[config.mk]
export PLATFORM = sky130hd
export DESIGN_NAME = nfc_host
export DESIGN_NICKNAME = d
export VERILOG_FILES = /design/src/core/nfc_pkg.sv /design/src/core/nfc_strobe_if.sv /design/src/core/nfc_pulse.sv /design/src/core/nfc_host.sv
export SDC_FILE = /design/constraint.sdc
export NUM_CORES = 1
export LEC_CHECK = 0
export ABC_CLOCK_PERIOD_IN_PS = 5500
export BUFFER_PORTS_ARGS = -buffer_cell sky130_fd_sc_hd__buf_2
export CORE_AREA = 4 4 106 108
export DETAILED_ROUTE_END_ITERATION = 10
export DIE_AREA = 0 0 110 112
export PLACE_DENSITY = 0.79
export SKIP_LAST_GASP = 1
export SYNTH_ARGS = -nofsm -noshare
export SYNTH_HDL_FRONTEND = slang
export SYNTH_SLANG_ARGS = --single-unit
[constraint.sdc]
create_clock -name clk -period 5.5 [get_ports clk]
set_clock_uncertainty 0.1 [all_clocks]
set_input_delay 0.55 -clock clk [delete_from_list [all_inputs] [get_ports clk]]
set_output_delay 0.55 -clock clk [all_outputs]
set_load 0.05 [all_outputs]
[src/core/nfc_pkg.sv]
// Function
// - command byte: cle high, ale low, ce low
// - address byte: ale high, cle low, ce low
// - data in needs both latches low, wp high
// - five address cycles, zero padding bits
// - read 00/30, colchg 05/e0, prog 80/10, erase 60/d0
// - 85, 80-11 81-10, 00-35, 85-10
// - 90,70,71,7a,ff; busy accepts 70,71,ff
// - host holds read strobe high during read busy
package nfc_pkg;
   localparam logic [7:0] CMD_READ1  = 8'h00;
   localparam logic [7:0] CMD_READ2  = 8'h30;
   localparam logic [7:0] CMD_COL1   = 8'h05;
   localparam logic [7:0] CMD_COL2   = 8'he0;
   localparam logic [7:0] CMD_PROG1  = 8'h80;
   localparam logic [7:0] CMD_PROG2  = 8'h10;
   localparam logic [7:0] CMD_ERASE1 = 8'h60;
   localparam logic [7:0] CMD_ERASE2 = 8'hd0;
   localparam logic [7:0] CMD_COLIN  = 8'h85;
   localparam logic [7:0] CMD_MPROG  = 8'h11;
   localparam logic [7:0] CMD_MPROG2 = 8'h81;
   localparam logic [7:0] CMD_CPBK   = 8'h35;
   localparam logic [7:0] CMD_ID     = 8'h90;
   localparam logic [7:0] CMD_STAT   = 8'h70;
   localparam logic [7:0] CMD_MSTAT  = 8'h71;
   localparam logic [7:0] CMD_ECCST  = 8'h7a;
   localparam logic [7:0] CMD_RESET  = 8'hff;
   localparam int PAGE_BYTES   = 4224;
   localparam int BLOCK_PAGES  = 64;
   localparam int BLOCKS       = 4096;
   localparam int PAGE_BITS    = 6;
   // register offsets of the controller's own port
   localparam logic [3:0] REG_CTRL   = 4'h0;
   localparam logic [3:0] REG_COL    = 4'h1;
   localparam logic [3:0] REG_ROW    = 4'h2;
   localparam logic [3:0] REG_DATA   = 4'h3;
   localparam logic [3:0] REG_STAT   = 4'h4;
   localparam logic [3:0] REG_CMD    = 4'h5;
   // ctrl op codes written to REG_CTRL[2:0]
   localparam logic [2:0] OP_CMD  = 3'h1;
   localparam logic [2:0] OP_ADDR = 3'h2;
   localparam logic [2:0] OP_WR   = 3'h3;
   localparam logic [2:0] OP_RD   = 3'h4;
   localparam logic [2:0] OP_PGRD = 3'h5;
   localparam logic [2:0] OP_COLC = 3'h6;
   // timing in ns at 100 mhz, least times round up
   localparam int CLK_NS   = 10;
   localparam int TWP_NS   = 12;
   localparam int TWH_NS   = 10;
   localparam int TRP_NS   = 12;
   localparam int TREH_NS  = 10;
   localparam int TWHR_NS  = 60;
   localparam int TWB_NS   = 100;
   localparam int TWP_CYC  = (TWP_NS + CLK_NS - 1) / CLK_NS;
   localparam int TWH_CYC  = (TWH_NS + CLK_NS - 1) / CLK_NS;
   localparam int TRP_CYC  = (TRP_NS + CLK_NS - 1) / CLK_NS + 1;
   localparam int TREH_CYC = (TREH_NS + CLK_NS - 1) / CLK_NS;
   localparam int TWHR_CYC = (TWHR_NS + CLK_NS - 1) / CLK_NS;
   localparam int TWB_CYC  = (TWB_NS + CLK_NS - 1) / CLK_NS;
   localparam logic [7:0] CNT_W = 8'h00;
endpackage

[src/core/nfc_strobe_if.sv]
`timescale 1ns/1ns
// one strobe pulse request between sequencer and pulse timer
interface nfc_strobe_if;
   logic       go;
   logic       is_read;
   logic [7:0] low_cyc;
   logic [7:0] high_cyc;
   logic       busy;
   logic       low;
   logic       sample;
   modport master (output go, output is_read, output low_cyc,
                   output high_cyc, input busy, input low,
                   input sample);
   modport timer  (input go, input is_read, input low_cyc,
                   input high_cyc, output busy, output low,
                   output sample);
endinterface

[src/core/nfc_pulse.sv]
`timescale 1ns/1ns
// shapes one low pulse followed by a high recovery time
module nfc_pulse (
   input  wire logic clk,
   input  wire logic rst,
   nfc_strobe_if.timer s
);
   logic [7:0] cnt_q, cnt_d;
   logic       low_q, low_d;
   logic       act_q, act_d;
   logic       smp_d;

   // count low phase then high phase; sample at end of low phase
   always_comb begin
      cnt_d = cnt_q;
      low_d = low_q;
      act_d = act_q;
      smp_d = 1'b0;
      if (!act_q && s.go) begin
         act_d = 1'b1;
         low_d = 1'b1;
         cnt_d = s.low_cyc;
      end else if (act_q) begin
         if (cnt_q > 8'h01) begin
            cnt_d = cnt_q - 8'h01;
         end else if (low_q) begin
            low_d = 1'b0;
            smp_d = s.is_read; // last low cycle, device still drives
            cnt_d = s.high_cyc;
         end else begin
            act_d = 1'b0;
         end
      end
   end

   always_ff @(posedge clk or posedge rst) begin
      if (rst) begin
         cnt_q <= 8'h00;
         low_q <= 1'b0;
         act_q <= 1'b0;
      end else begin
         cnt_q <= cnt_d;
         low_q <= low_d;
         act_q <= act_d;
      end
   end

   assign s.busy   = act_q;
   assign s.low    = low_d;
   // a registered sample would land after release, on a floating bus
   assign s.sample = smp_d;
endmodule

[src/core/nfc_host.sv]
`timescale 1ns/1ns
// host side nand sequencer behind a small register port
module nfc_host (
   input  wire logic       clk,
   input  wire logic       rst,
   input  wire logic [3:0] addr,
   input  wire logic [7:0] wdata,
   input  wire logic       wr,
   input  wire logic       rd,
   output logic [7:0]      rdata,
   output logic            cle,
   output logic            ale,
   output logic            ce_n,
   output logic            we_n,
   output logic            read_strobe_low,
   output logic            wp_n,
   output logic [7:0]      byte_out,
   output logic            byte_oe_n,
   input  wire logic [7:0] shared_byte_lines,
   input  wire logic       ready_busy_flag
);
   typedef enum {NFC_IDLE, NFC_CMD, NFC_ADDR, NFC_WR, NFC_RD,
                 NFC_WAITB, NFC_WAITR, NFC_GAP} nfc_state_e;

   nfc_strobe_if s ();
   nfc_pulse u_pulse (.clk(clk), .rst(rst), .s(s));

   nfc_state_e st_q, st_d;
   logic [7:0]  rd_q, rd_d;
   logic        cle_q, cle_d, ale_q, ale_d, ce_q, ce_d;
   logic        oe_n_q, oe_n_d, wp_q, wp_d;
   logic [7:0]  bo_q, bo_d, dat_q, dat_d, cmd_q, cmd_d;
   logic [12:0] col_q, col_d;
   logic [17:0] row_q, row_d;
   logic [2:0]  op_q, op_d, acnt_q, acnt_d;
   logic        err_q, err_d, go_q, go_d, rdv_q, rdv_d;
   logic [7:0]  wt_q, wt_d;
   logic        started_q, started_d;
   logic        busy_cmd;
   logic [7:0]  abyte;

   // only these may go out by OP_CMD while the device is busy
   assign busy_cmd = (cmd_q == nfc_pkg::CMD_STAT) |
                     (cmd_q == nfc_pkg::CMD_MSTAT) |
                     (cmd_q == nfc_pkg::CMD_RESET);

   // five address bytes, padding bits forced low
   always_comb begin
      case (acnt_q)
         3'h0: abyte = col_q[7:0];
         3'h1: abyte = {3'h0, col_q[12:8]};
         3'h2: abyte = row_q[7:0];
         3'h3: abyte = row_q[15:8];
         default: abyte = {6'h00, row_q[17:16]};
      endcase
   end

   // sequencer: one strobe per byte, waits on busy flag
   always_comb begin
      st_d = st_q; cle_d = cle_q; ale_d = ale_q; ce_d = ce_q;
      oe_n_d = oe_n_q; bo_d = bo_q; dat_d = dat_q; cmd_d = cmd_q;
      col_d = col_q; row_d = row_q; op_d = op_q; acnt_d = acnt_q;
      err_d = err_q; go_d = 1'b0; wt_d = wt_q; wp_d = wp_q;
      started_d = started_q;
      rd_d = 8'h00;
      rdv_d = rdv_q;
      if (rd) begin
         case (addr)
            nfc_pkg::REG_STAT: rd_d = {3'h0, rdv_q, wp_q, err_q,
                                      ready_busy_flag,
                                      st_q != NFC_IDLE};
            nfc_pkg::REG_DATA: begin
               rd_d = dat_q;
               rdv_d = 1'b0;
            end
            nfc_pkg::REG_COL:  rd_d = col_q[7:0];
            nfc_pkg::REG_ROW:  rd_d = row_q[7:0];
            nfc_pkg::REG_CMD:  rd_d = cmd_q;
            default:           rd_d = 8'h00;
         endcase
      end
      if (wr && st_q == NFC_IDLE) begin
         case (addr)
            nfc_pkg::REG_COL:  col_d = {col_q[4:0], wdata};
            nfc_pkg::REG_ROW:  row_d = {row_q[9:0], wdata};
            nfc_pkg::REG_DATA: dat_d = wdata;
            nfc_pkg::REG_CMD:  cmd_d = wdata;
            nfc_pkg::REG_CTRL: begin
               op_d = wdata[2:0];
               wp_d = wdata[7];
               err_d = 1'b0;
               if (wdata[2:0] != 3'h0) begin
                  if (!ready_busy_flag && !busy_cmd
                      && wdata[2:0] == nfc_pkg::OP_CMD) begin
                     err_d = 1'b1;
                  end else begin
                     ce_d = 1'b0;
                     st_d = NFC_GAP;
                     acnt_d = 3'h0;
                  end
               end else begin
                  ce_d = 1'b1;
               end
            end
            default: ;
         endcase
      end
      case (st_q)
         NFC_IDLE: ;
         NFC_GAP: begin
            oe_n_d = 1'b1;
            cle_d = 1'b0;
            ale_d = 1'b0;
            case (op_q)
               nfc_pkg::OP_CMD: st_d = NFC_CMD;
               nfc_pkg::OP_ADDR, nfc_pkg::OP_PGRD: st_d = NFC_ADDR;
               nfc_pkg::OP_COLC: begin
                  cmd_d = nfc_pkg::CMD_COL1;
                  st_d = NFC_CMD;
               end
               nfc_pkg::OP_WR: begin
                  if (wp_q) st_d = NFC_WR;
                  else begin
                     err_d = 1'b1;
                     st_d = NFC_IDLE;
                  end
               end
               nfc_pkg::OP_RD: st_d = NFC_RD;
               default: st_d = NFC_IDLE;
            endcase
         end
         NFC_CMD: begin
            cle_d = 1'b1;
            ale_d = 1'b0;
            oe_n_d = 1'b0;
            bo_d = cmd_q;
            if (!started_q && !s.busy) begin
               go_d = 1'b1;
               started_d = 1'b1;
            end else if (started_q && !s.busy && !go_q) begin
               started_d = 1'b0;
               cle_d = 1'b0;
               if (op_q == nfc_pkg::OP_COLC &&
                   cmd_q == nfc_pkg::CMD_COL1) begin
                  st_d = NFC_ADDR;
               end else if (op_q == nfc_pkg::OP_PGRD ||
                            cmd_q == nfc_pkg::CMD_CPBK) begin
                  wt_d = 8'(nfc_pkg::TWB_CYC);
                  st_d = NFC_WAITB;
               end else begin
                  wt_d = 8'(nfc_pkg::TWHR_CYC);
                  st_d = NFC_WAITR;
               end
            end
         end
         NFC_ADDR: begin
            ale_d = 1'b1;
            cle_d = 1'b0;
            oe_n_d = 1'b0;
            bo_d = abyte;
            if (!started_q && !s.busy) begin
               go_d = 1'b1;
               started_d = 1'b1;
            end else if (started_q && !s.busy && !go_q) begin
               started_d = 1'b0;
               acnt_d = acnt_q + 3'h1;
               // column change sends two column bytes only
               if ((op_q == nfc_pkg::OP_COLC && acnt_q == 3'h1) ||
                   acnt_q == 3'h4) begin
                  ale_d = 1'b0;
                  st_d = NFC_CMD;
                  if (op_q == nfc_pkg::OP_COLC)
                     cmd_d = nfc_pkg::CMD_COL2;
                  else if (op_q == nfc_pkg::OP_PGRD)
                     cmd_d = nfc_pkg::CMD_READ2;
                  else begin
                     st_d = NFC_IDLE;
                  end
               end
            end
         end
         NFC_WR: begin
            oe_n_d = 1'b0;
            bo_d = dat_q;
            if (!started_q && !s.busy) begin
               go_d = 1'b1;
               started_d = 1'b1;
            end else if (started_q && !s.busy && !go_q) begin
               started_d = 1'b0;
               st_d = NFC_IDLE;
            end
         end
         NFC_RD: begin
            oe_n_d = 1'b1;
            if (!ready_busy_flag) begin
               st_d = NFC_RD;
            end else if (!started_q && !s.busy) begin
               go_d = 1'b1;
               started_d = 1'b1;
            end else if (started_q && !s.busy && !go_q) begin
               started_d = 1'b0;
               st_d = NFC_IDLE;
            end
            if (s.sample) begin
               dat_d = shared_byte_lines;
               rdv_d = 1'b1;
            end
         end
         NFC_WAITB: begin
            oe_n_d = 1'b1;
            if (wt_q != 8'h00) wt_d = wt_q - 8'h01;
            else if (ready_busy_flag) st_d = NFC_IDLE;
         end
         NFC_WAITR: begin
            oe_n_d = 1'b1;
            if (wt_q != 8'h00) wt_d = wt_q - 8'h01;
            else st_d = NFC_IDLE;
         end
         default: st_d = NFC_IDLE;
      endcase
   end

   // pulse timer request; write or read by state
   assign s.go       = go_q;
   assign s.is_read  = (st_q == NFC_RD);
   assign s.low_cyc  = (st_q == NFC_RD) ? 8'(nfc_pkg::TRP_CYC)
                                        : 8'(nfc_pkg::TWP_CYC);
   assign s.high_cyc = (st_q == NFC_RD) ? 8'(nfc_pkg::TREH_CYC)
                                        : 8'(nfc_pkg::TWH_CYC);

   logic we_d, re_d, we_q, re_q;
   // strobe edges only while ce low keeps device from latching
   always_comb begin
      we_d = !(s.low && !s.is_read && !ce_q);
      re_d = !(s.low && s.is_read && !ce_q);
   end

   always_ff @(posedge clk or posedge rst) begin
      if (rst) begin
         st_q <= NFC_IDLE;
         cle_q <= 1'b0; ale_q <= 1'b0; ce_q <= 1'b1;
         oe_n_q <= 1'b1; bo_q <= 8'h00; dat_q <= 8'h00;
         cmd_q <= nfc_pkg::CMD_READ1;
         col_q <= 13'h0000; row_q <= 18'h00000;
         op_q <= 3'h0; acnt_q <= 3'h0; err_q <= 1'b0;
         go_q <= 1'b0; wt_q <= 8'h00; wp_q <= 1'b0;
         started_q <= 1'b0; rd_q <= 8'h00; rdv_q <= 1'b0;
         we_q <= 1'b1; re_q <= 1'b1;
      end else begin
         st_q <= st_d;
         cle_q <= cle_d; ale_q <= ale_d; ce_q <= ce_d;
         oe_n_q <= oe_n_d; bo_q <= bo_d; dat_q <= dat_d;
         cmd_q <= cmd_d; col_q <= col_d; row_q <= row_d;
         op_q <= op_d; acnt_q <= acnt_d; err_q <= err_d;
         go_q <= go_d; wt_q <= wt_d; wp_q <= wp_d;
         started_q <= started_d; rd_q <= rd_d; rdv_q <= rdv_d;
         we_q <= we_d; re_q <= re_d;
      end
   end

   assign rdata           = rd_q;
   assign cle             = cle_q;
   assign ale             = ale_q;
   assign ce_n            = ce_q;
   assign we_n            = we_q;
   assign read_strobe_low = re_q;
   assign wp_n            = wp_q;
   assign byte_out        = bo_q;
   assign byte_oe_n       = oe_n_q;
endmodule

==> results.txt, run 1 <==
CP Max Fanout: 17
CP Class: reg -> reg
Vias: 4,933
Fin crit share: 65.61%
CP Buf/Inv Count: 0
Rel. slew slack: 15.97%
Clk_lat worst skew: 540 ps
Placed instance count: 769
GRT Overall Usage: 26.86%
M2 GR Usage: 40.25%
Highest Clock Rate: 277.1 MHz
Worst-path clk slew: 60 ps
CTS tree: done
Syn. warnings: 0
Die span in y: 112 um
Most frequent cells in the layout: dfrtp_1, nand2_1, nor2_1, buf_2, mux2_2
Core Footprint: 0.01023 mm^2
Register area share after synthesis: 53.50%
NumNets Final: 686
Total of max-cap violations: 0
Post-synth cell types: 63
Finished Cell Area: 0.007261 mm^2
Power Density: 326.2 mW/mm^2
VDD IR-drop max: 0.2854 mV
Yosys reg bits: 130
Global-route wire length before repair: 25.29 mm
Post-Layout Cell Count: 801
Cell family contributing the most delay on the critical path: simple AND/OR/NAND/NOR gates
Antenna cells: 0
Post-Route Utilization: 70.97%
RSZ-0062 raised after global routing: false
Area delta synth->final: 19.23%
DRC violations left: 0
Post-synthesis async set-or-reset flop share: 100.0%
Grt ovf: 0
Dpl hpwl: 10.31 mm
Fillers: 725
CP arrival: 3870 ps
Initial DRC Count: 810
Met1 usage: 37.08%
Cts bufs inserted: 17
Post-CTS Setup Bufs: 0
Period minus WS final: 3609 ps
Die area: 0.01232 mm^2
Largest net degree at the start of global routing: 72
Fin Setup TNS: 0 ps
Mapped Area: 0.006090 mm^2
Placed Area: 0.006564 mm^2
Grt met3 use: 5.739%
Vias/cell: 6.159
Status: finished, final reports clean
Cell row count: 37
Final setup violation count: 0
Busiest grt layer: met2
CP Capture Type: flip-flop
Root Driver: clkbuf_8
Vias in the first global route: 5,007
Worst slew pin tran: 1243 ps
Starting density of the core: 59.52%
Commonest non-fill, non-tap cell in the layout: dfrtp_1
Layout cells sized above 1: 21.65%
Antenna violations before repair: 0
Die X: 110 um
Post_cts resized: 0
Critical Path Start Type: flip-flop
Maximum root-to-sink buffer count: 2
H-tree depth: 4
Cts-stage hold buffer count: 0
Slew Limit Fails: 0
Slowest CP cell: nor4_1
WP data required: 5770 ps
Number of flops mapped to enable cells by yosys: 0
HP Class: in -> async
Pleak: 3.429 nW
Top Ports: 48
WL/cell: 18.92 um
Mean Syn Cell Area: 10.61 um^2
Hold Vio Cnt, Final: 0
Clock sinks: 130
Crit-path max cell delay: 710 ps
Cells after Synth: 574
RePlAce Congestion: 0.9477
WL final: 15.15 mm
Post-DRT Antenna Nets: 0
Ys flop type: dfrtp_1
Worst-path cell chain: nor4_1 > nand4_1 > nor4_1 > nand4_1 > nor2_1 > a31oi_1
Detailed Routing Iterations Pass 1: 7
Port buffer count: 47
## registers in the layout, indices dropped and copies added (netlist names), 3 cells and up
signal	count
col_q	13
cmd_q	8
dat_q	8
op_q	3
st_q	32
byte_out	8
wt_q	8
acnt_q	3
u_pulse.cnt_q	8
rdata	8
row_q	18
## metrics by stage
step                      hold WS, ps  power, mW  worst slack (ps)
after CTS                       108.4      2.381              1943
after global routing            153.6      2.435              1660
final                           75.10      2.368              1891
after global placement          358.2      1.062              2360
after floorplan                 342.5      1.034              1387
after detailed placement        374.3      1.065              2150
## path summary, 6_finish.rpt
kind                                       from  endpoint  slack, ps  cells past startpoint
setup / recovery                       st_q[11]  dat_q[4]       1890                      6
hold / removal                              rst  st_q[26]         80                      2
setup reg to reg                       st_q[11]  dat_q[4]       1890                      6
hold reg to reg                       started_q      go_q        390                      1
max in group asynchronous                   rst  row_q[5]       3980                      3
min in group clk           shared_byte_lines[7]  dat_q[7]        200                      3
## layout make-up
type / count / area, um^2 / area share [%]
clock buffer: 19 / 441.7 / 6.083
clock inverter: 13 / 255.2 / 3.515
inverter: 21 / 81.33 / 1.120
multi-input combinational: 428 / 2766 / 38.10
sequential: 130 / 3258 / 44.87
tap: 136 / 170.2 / 2.344
timing repair buffer: 54 / 287.8 / 3.963
## routing by layer
layer,share of wire (%),wire length (um)
met5,0,0
met4,3.0,459
met2,47,7134
met3,8.6,1310
met1,41,6249
## Yosys cell counts (2+ instances only)
library cell  number  share of area, %
a21o_1             2              0.25
nor3_1            15               1.2
nand4_1            5              0.51
or4_1              2              0.25
mux2i_1           15               2.5
inv_1             21               1.3
a31oi_1           14               1.4
a222oi_1          12               2.0
nor4_1            13               1.3
a41o_1             2              0.33
o211ai_1           3              0.37
or3_1              5              0.51
o31ai_1            2              0.25
nor4_2             2              0.41
a211oi_1           3              0.37
dfrtp_1          126                52
and3_1             3              0.31
mux2_2            40               7.4
nand3_1           14               1.2
nand2_1           65               4.0
nand3b_1           4              0.49
o41ai_1            2              0.29
o21ai_0           20               1.6
a21oi_1           32               2.6
nand2b_1           3              0.31
nor4bb_1           2              0.33
buf_1              2              0.12
clkbuf_1          17               1.0
ha_1               9               1.8
o22ai_1            5              0.51
a31o_2             2              0.29
nor2b_1            4              0.41
buf_2              4              0.33
and4_1             2              0.29
and2_1             2              0.21
dfstp_2            4               1.7
nor4b_1            3              0.43
nor2_1            52               3.2
a22oi_1           12               1.5
xor2_1             6              0.86
## where the power goes
group	internal (mW)	total [mW]	leakage [nW]	switching (mW)
clock network	0.898	1.32	0.330	0.421
registers	0.975	0.984	1.66	0.00921
logic	0.0171	0.0651	1.44	0.0479
## kinds of logic after synthesis
group	count (synthesis)	share of synthesized area, %
AOI/OAI and AO/OA	122	13.42
xor gates and xnor gates	6	0.8629
adders and majority gates	9	1.849
buffers and inverters	44	2.794
DFF	130	53.50
muxes	55	9.862
other	1	0.06158
and+or+nand+nor	207	17.65
Note: power is estimated with default switching activity, not from simulation.
==> run 2: changes to the inputs <==
--- a/config.mk
+++ b/config.mk
@@ -5,12 +5,12 @@
 export SDC_FILE = /design/constraint.sdc
 export NUM_CORES = 1
 export LEC_CHECK = 0
-export ABC_CLOCK_PERIOD_IN_PS = 5500
+export ABC_CLOCK_PERIOD_IN_PS = 2940
 export BUFFER_PORTS_ARGS = -buffer_cell sky130_fd_sc_hd__buf_2
-export CORE_AREA = 4 4 106 108
+export CORE_AREA = 4 4 112 114
 export DETAILED_ROUTE_END_ITERATION = 10
-export DIE_AREA = 0 0 110 112
-export PLACE_DENSITY = 0.79
+export DIE_AREA = 0 0 116 118
+export PLACE_DENSITY = 0.74
 export SKIP_LAST_GASP = 1
 export SYNTH_ARGS = -nofsm -noshare
 export SYNTH_HDL_FRONTEND = slang
==> constraint.sdc (replaced) <==
create_clock -name clk -period 2.94 [get_ports clk]
set_clock_uncertainty 0.1 [all_clocks]
set_input_delay 0.294 -clock clk [delete_from_list [all_inputs] [get_ports clk]]
set_output_delay 0.294 -clock clk [all_outputs]
set_load 0.05 [all_outputs]
==> results.txt, run 2 (synthesis results as in run 1) <==
Worst Hold Slack: 37.71 ps (-37.39 ps)
Grt ovf: 0 (unchanged)
Period minus WS final: 2739 ps (-870.2 ps)
Slowest CP cell: nor4_1
Post-DRT Antenna Nets: 0 (unchanged)
Slew Limit Fails: 0 (unchanged)
Status: finished, final reports clean
Cell family contributing the most delay on the critical path: simple AND/OR/NAND/NOR gates
Global-route wire length before repair: 25.55 mm (+1.0%)
CP Buf/Inv Count: 1 (+1)
Worst-path cell chain: nor4_1 > nand4_1 > buf_4 > nor4_2 > nand2_2 > mux2_2
CP Capture Type: flip-flop
Post-Layout Cell Count: 827 (+3.2%)
Die area: 0.01369 mm^2 (+11%)
Dpl hpwl: 10.86 mm (+5.3%)
Detailed Routing Iterations Pass 1: 5 (-2)
Die span in y: 118 um (+5.4%)
Root Driver: clkbuf_16
WP data required: 3140 ps (-2630 ps)
Maximum root-to-sink buffer count: 2 (unchanged)
Vias: 4,938 (+0.10%)
Hold Vio Cnt, Final: 0 (unchanged)
Crit-path max cell delay: 460 ps (-250 ps)
Port buffer count: 47 (unchanged)
Antenna cells: 0 (unchanged)
Most frequent cells in the layout: dfrtp_1, nand2_1, nor2_1, buf_2, mux2_2
Worst slew pin tran: 710.1 ps (-532.9 ps)
Area delta synth->final: 19.27% (about the same)
HP Class: in -> reg
Cts bufs inserted: 17 (unchanged)
WL/cell: 18.47 um (-2.4%)
DRC violations left: 0 (unchanged)
NumNets Final: 705 (+2.8%)
Largest registers: st_q x32, row_q x18, col_q x13
Total of max-cap violations: 0 (unchanged)
H-tree depth: 4 (unchanged)
Clk_lat worst skew: 420 ps (-120 ps)
Critical Path Start Type: flip-flop
Core Footprint: 0.01142 mm^2 (+12%)
WL final: 15.27 mm (+0.79%)
Power Density: 529.8 mW/mm^2 (+62%)
Pwr Total: 3.848 mW (+62%)
GRT Overall Usage: 23.79% (-3.1 points)
Placed instance count: 794 (+3.3%)
CP arrival: 2930 ps (-940 ps)
Rel. slew slack: 52.01% (+36 points)
CTS tree: done
Worst-path clk slew: 60 ps (about the same)
Highest Clock Rate: 365.2 MHz (+32%)
Fin Setup TNS: 0 ps (unchanged)
RePlAce Congestion: 0.9281 (-2.1%)
Fin crit share: 93.15% (+28 points)
Post-CTS Setup Bufs: 0 (unchanged)
RSZ-0062 raised after global routing: true
Largest net degree at the start of global routing: 75 (+4.2%)
Final setup violation count: 0 (unchanged)
CP Class: reg -> reg
Antenna violations before repair: 0 (unchanged)
Die X: 116 um (+5.5%)
Pleak: 3.454 nW (+0.71%)
Layout cells sized above 1: 23.39% (+1.7 points)
Max reg flops: 32 (unchanged)
VDD IR-drop max: 0.4485 mV (+57%)
Starting density of the core: 53.33% (-6.2 points)
Cell row count: 39 (+5.4%)
Clock sinks: 130 (unchanged)
Initial DRC Count: 545 (-33%)
Vias/cell: 5.971 (-3.0%)
Top Ports: 48 (unchanged)
Commonest non-fill, non-tap cell in the layout: dfrtp_1
Largest Register: st_q
CP Max Fanout: 18 (+1)
Vias in the first global route: 5,062 (+1.1%)
[run 2: repair_timing]
item	CTS	global route
hold buffers	1	0
endpoints found under the setup margin	0	31
resized for setup	0	1
hold endpoints to repair	26	0
[run 2: path summary, 6_finish.rpt]
kind                                       from   endpoint  slack (ps)  cells past startpoint
max reg2reg                            st_q[12]  row_q[12]         200                      6
max in group asynchronous                   rst  byte_oe_n        1490                      4
min in group asynchronous                   rst  row_q[16]         410                      3
max                                    st_q[12]  row_q[12]         200                      6
min                        shared_byte_lines[3]   dat_q[3]          40                      3
min reg2reg                           started_q       go_q         390                      1
[run 2: worst reg2reg max path, cell delays in order, from the launching register on]
cell	delay, ps
dfrtp_1	350
nor4_1	460
nand4_1	280
buf_4	240
nor4_2	380
nand2_2	410
mux2_2	400
[run 2: cell type report]
class                   instances  area (um^2)
clock buffers                  20        436.7
well taps                     143        178.9
clock inverters                12        92.59
inverters                      21        82.58
fillers                       921         4155
flip-flops and latches        130         3258
repair buffers                 73        445.4
multi-input cells             428         2769
[run 2: stage by stage]
stage / utilization [%] / cell area [um^2] / worst slack (ps)
2_1_floorplan: - / 6198 / 414.0
6_report: 63.61 / 7263 / 201.4
3_5_place_dp: 58.86 / 6721 / 159.5
5_1_grt: 63.61 / 7263 / -83.62
4_1_cts: 63.59 / 7261 / 154.0
3_3_place_gp: 58.86 / 6721 / 322.9
[run 2: routing by layer]
| metal | global-route usage [%] | vias up | part of all wire (%) |
|---|---|---|---|
| met4 | 7.614 | 0 | 1.5 |
| met1 | 33.28 | 2411 | 44 |
| li1 | - | 2288 | - |
| met3 | 7.095 | 27 | 8.5 |
| met2 | 35.54 | 212 | 46 |
| met5 | 0 | - | 0 |
[run 2: report_power, final]
part	switching, mW	leakage [nW]	total (mW)	internal, mW
Clock	0.735	0.259	1.88	1.14
Sequential	0.0165	1.66	1.84	1.82
Combinational	0.0910	1.53	0.128	0.0369
Total	0.842	3.45	3.85	3.01
==> run 3: changes to the inputs <==
--- a/config.mk
+++ b/config.mk
@@ -11,6 +11,7 @@
 export DETAILED_ROUTE_END_ITERATION = 10
 export DIE_AREA = 0 0 116 118
 export PLACE_DENSITY = 0.74
+export REMOVE_ABC_BUFFERS = 1
 export SKIP_LAST_GASP = 1
 export SYNTH_ARGS = -nofsm -noshare
 export SYNTH_HDL_FRONTEND = slang
==> results.txt, run 3 (synthesis results as in run 1) <==
Status: finished, final reports clean
Largest net degree at the start of global routing: 60 (-20%)
Fin crit share: 91.26% (-1.9 points)
Pleak: 3.490 nW (+1.0%)
Fin Setup TNS: 0 ps (unchanged)
Global-route wire length before repair: 24.98 mm (-2.2%)
GRT Overall Usage: 23.59% (-0.20 points)
Rel. slew slack: 50.71% (-1.3 points)
H-tree depth: 4 (unchanged)
Cts bufs inserted: 17 (unchanged)
WL final: 15.31 mm (+0.24%)
Slew Limit Fails: 0 (unchanged)
WL/cell: 18.60 um (+0.72%)
WP data required: 3140 ps (about the same)
Area of the multi-input gates: 0.002766 mm^2 (about the same)
VDD IR-drop max: 0.4385 mV (-2.2%)
Critical Path Start Type: flip-flop
Placed instance count: 790 (-0.50%)
Vias: 4,909 (-0.59%)
Die span in y: 118 um (unchanged)
Antenna cells: 0 (unchanged)
Setup slack, reg-to-reg: 260 ps (+60 ps)
Clock sinks: 130 (unchanged)
Root Driver: clkbuf_16
CTS tree: done
FF-to-FF Start: st_q[13]
Largest Register: st_q
Pwr Total: 4.208 mW (+9.3%)
Area delta synth->final: 20.46%
Hold Vio Cnt, Final: 0 (unchanged)
Cell row count: 39 (unchanged)
Clk_lat worst skew: 420 ps (about the same)
Detailed Routing Iterations Pass 1: 6 (+1)
Port buffer count: 47 (unchanged)
Post-DRT Antenna Nets: 0 (unchanged)
CP Capture Type: flip-flop
Layout cells sized above 1: 23.24% (-0.16 points)
R2R Path End: col_q[5]
R2R cell count: 6 (unchanged)
Antenna violations before repair: 0 (unchanged)
Power Density: 573.6 mW/mm^2 (+8.3%)
Grt ovf: 0 (unchanged)
CP arrival: 2880 ps (-50 ps)
Core Footprint: 0.01142 mm^2 (unchanged)
CP Max Fanout: 13 (-5)
Most frequent cells in the layout: dfrtp_1, nand2_1, nor2_1, buf_2, mux2_2
RePlAce Congestion: 0.9273 (about the same)
Die X: 116 um (unchanged)
End point of the critical path: col_q[5]
Register area: 0.003258 mm^2 (unchanged)
Vias in the first global route: 4,866 (-3.9%)
Post-Layout Cell Count: 823 (-0.48%)
Highest Clock Rate: 372.7 MHz (+2.1%)
Cts-stage hold buffer count: 1 (unchanged)
Worst Hold Slack: 39.68 ps (+1.972 ps)
Dpl hpwl: 10.59 mm (-2.5%)
Worst-path clk slew: 60 ps (about the same)
RSZ-0062 raised after global routing: false
Fillers: 909 (-1.3%)
Post_cts resized: 0 (unchanged)
Die area: 0.01369 mm^2 (unchanged)
NumNets Final: 701 (-0.57%)
Post-Route Utilization: 64.24% (+0.64 points)
DRC violations left: 0 (unchanged)
CP Class: reg -> reg
HP Class: in -> reg
Final setup violation count: 0 (unchanged)
Maximum root-to-sink buffer count: 2 (unchanged)
Largest registers: st_q x32, row_q x18, col_q x13
Initial DRC Count: 506 (-7.2%)
Critical path launch point: st_q[13]
Commonest non-fill, non-tap cell in the layout: dfrtp_1
Post-CTS Setup Bufs: 0 (unchanged)
Worst slew pin tran: 739.3 ps (+29.15 ps)
Starting density of the core: 53.33% (unchanged)
Top Ports: 48 (unchanged)
Max reg flops: 32 (unchanged)
Total of max-cap violations: 0 (unchanged)
Period minus WS final: 2683 ps (-55.38 ps)
Vias/cell: 5.965 (-0.10%)
==> run 3: cell count changes in the layout (fill, tap and decap cells not counted), moves of 2 or more <==
cell	before	now
buf_4	24	20
bufinv_16	1	4
clkbuf_1	3	0
clkbuf_8	0	2
clkinv_2	8	4
clkinv_4	0	3
clkinvlp_4	4	1
==> run 3: where the power goes <==
part | total, mW | internal [mW] | switching (mW)
combinational | 0.126 | 0.0365 | 0.0899
sequential | 1.84 | 1.82 | 0.0174
clock | 2.24 | 1.46 | 0.779
==> run 3: worst min path at each step <==
| stage | depth (start not counted) | slack, ps | startpoint | to |
|---|---|---|---|---|
| 2_1_floorplan | 2 | 310 | wdata[0] | op_q[0] |
| 3_3_place_gp | 1 | 350 | started_q | go_q |
| 3_5_place_dp | 2 | 370 | rst | st_q[9] |
| 4_1_cts | 3 | 20 | shared_byte_lines[3] | dat_q[3] |
| 5_1_grt | 3 | 40 | shared_byte_lines[1] | dat_q[1] |
| 6_report | 3 | 40 | shared_byte_lines[3] | dat_q[3] |
==> run 3: critical path: stages (launching register included) <==
cell and delay [ps]:
dfrtp_1 360, nor4_1 470, nand4_1 210, buf_4 210, nor4_2 300, nand2_1 480, mux2_2 430
==> run 3: per-layer routing <==
| metal | track usage, % | routed length (um) | up-vias |
|---|---|---|---|
| met1 | 32.49 | 6546 | 2392 |
| met4 | 10.22 | 391 | 0 |
| met5 | 0 | 0 | - |
| met3 | 6.015 | 1107 | 35 |
| li1 | - | - | 2269 |
| met2 | 35.18 | 7262 | 213 |
==> run 3: final cells by class <==
class                   count  area share, %
flip-flops and latches    130          44.41
clock buffers              19          6.174
repair buffers             69          5.663
well taps                 143          2.439
multi-input cells         428          37.71
clock inverters            13          2.490
inverters                  21          1.109
==> run 3: stage by stage <==
| stage | cell area, um^2 | worst slack (ps) |
|---|---|---|
| global placement | 6690 | 366.7 |
| global route | 7336 | 98.93 |
| CTS | 7336 | 256.8 |
| floorplan | 6103 | -916.7 |
| finish | 7336 | 256.8 |
| detailed placement | 6690 | 285.3 |
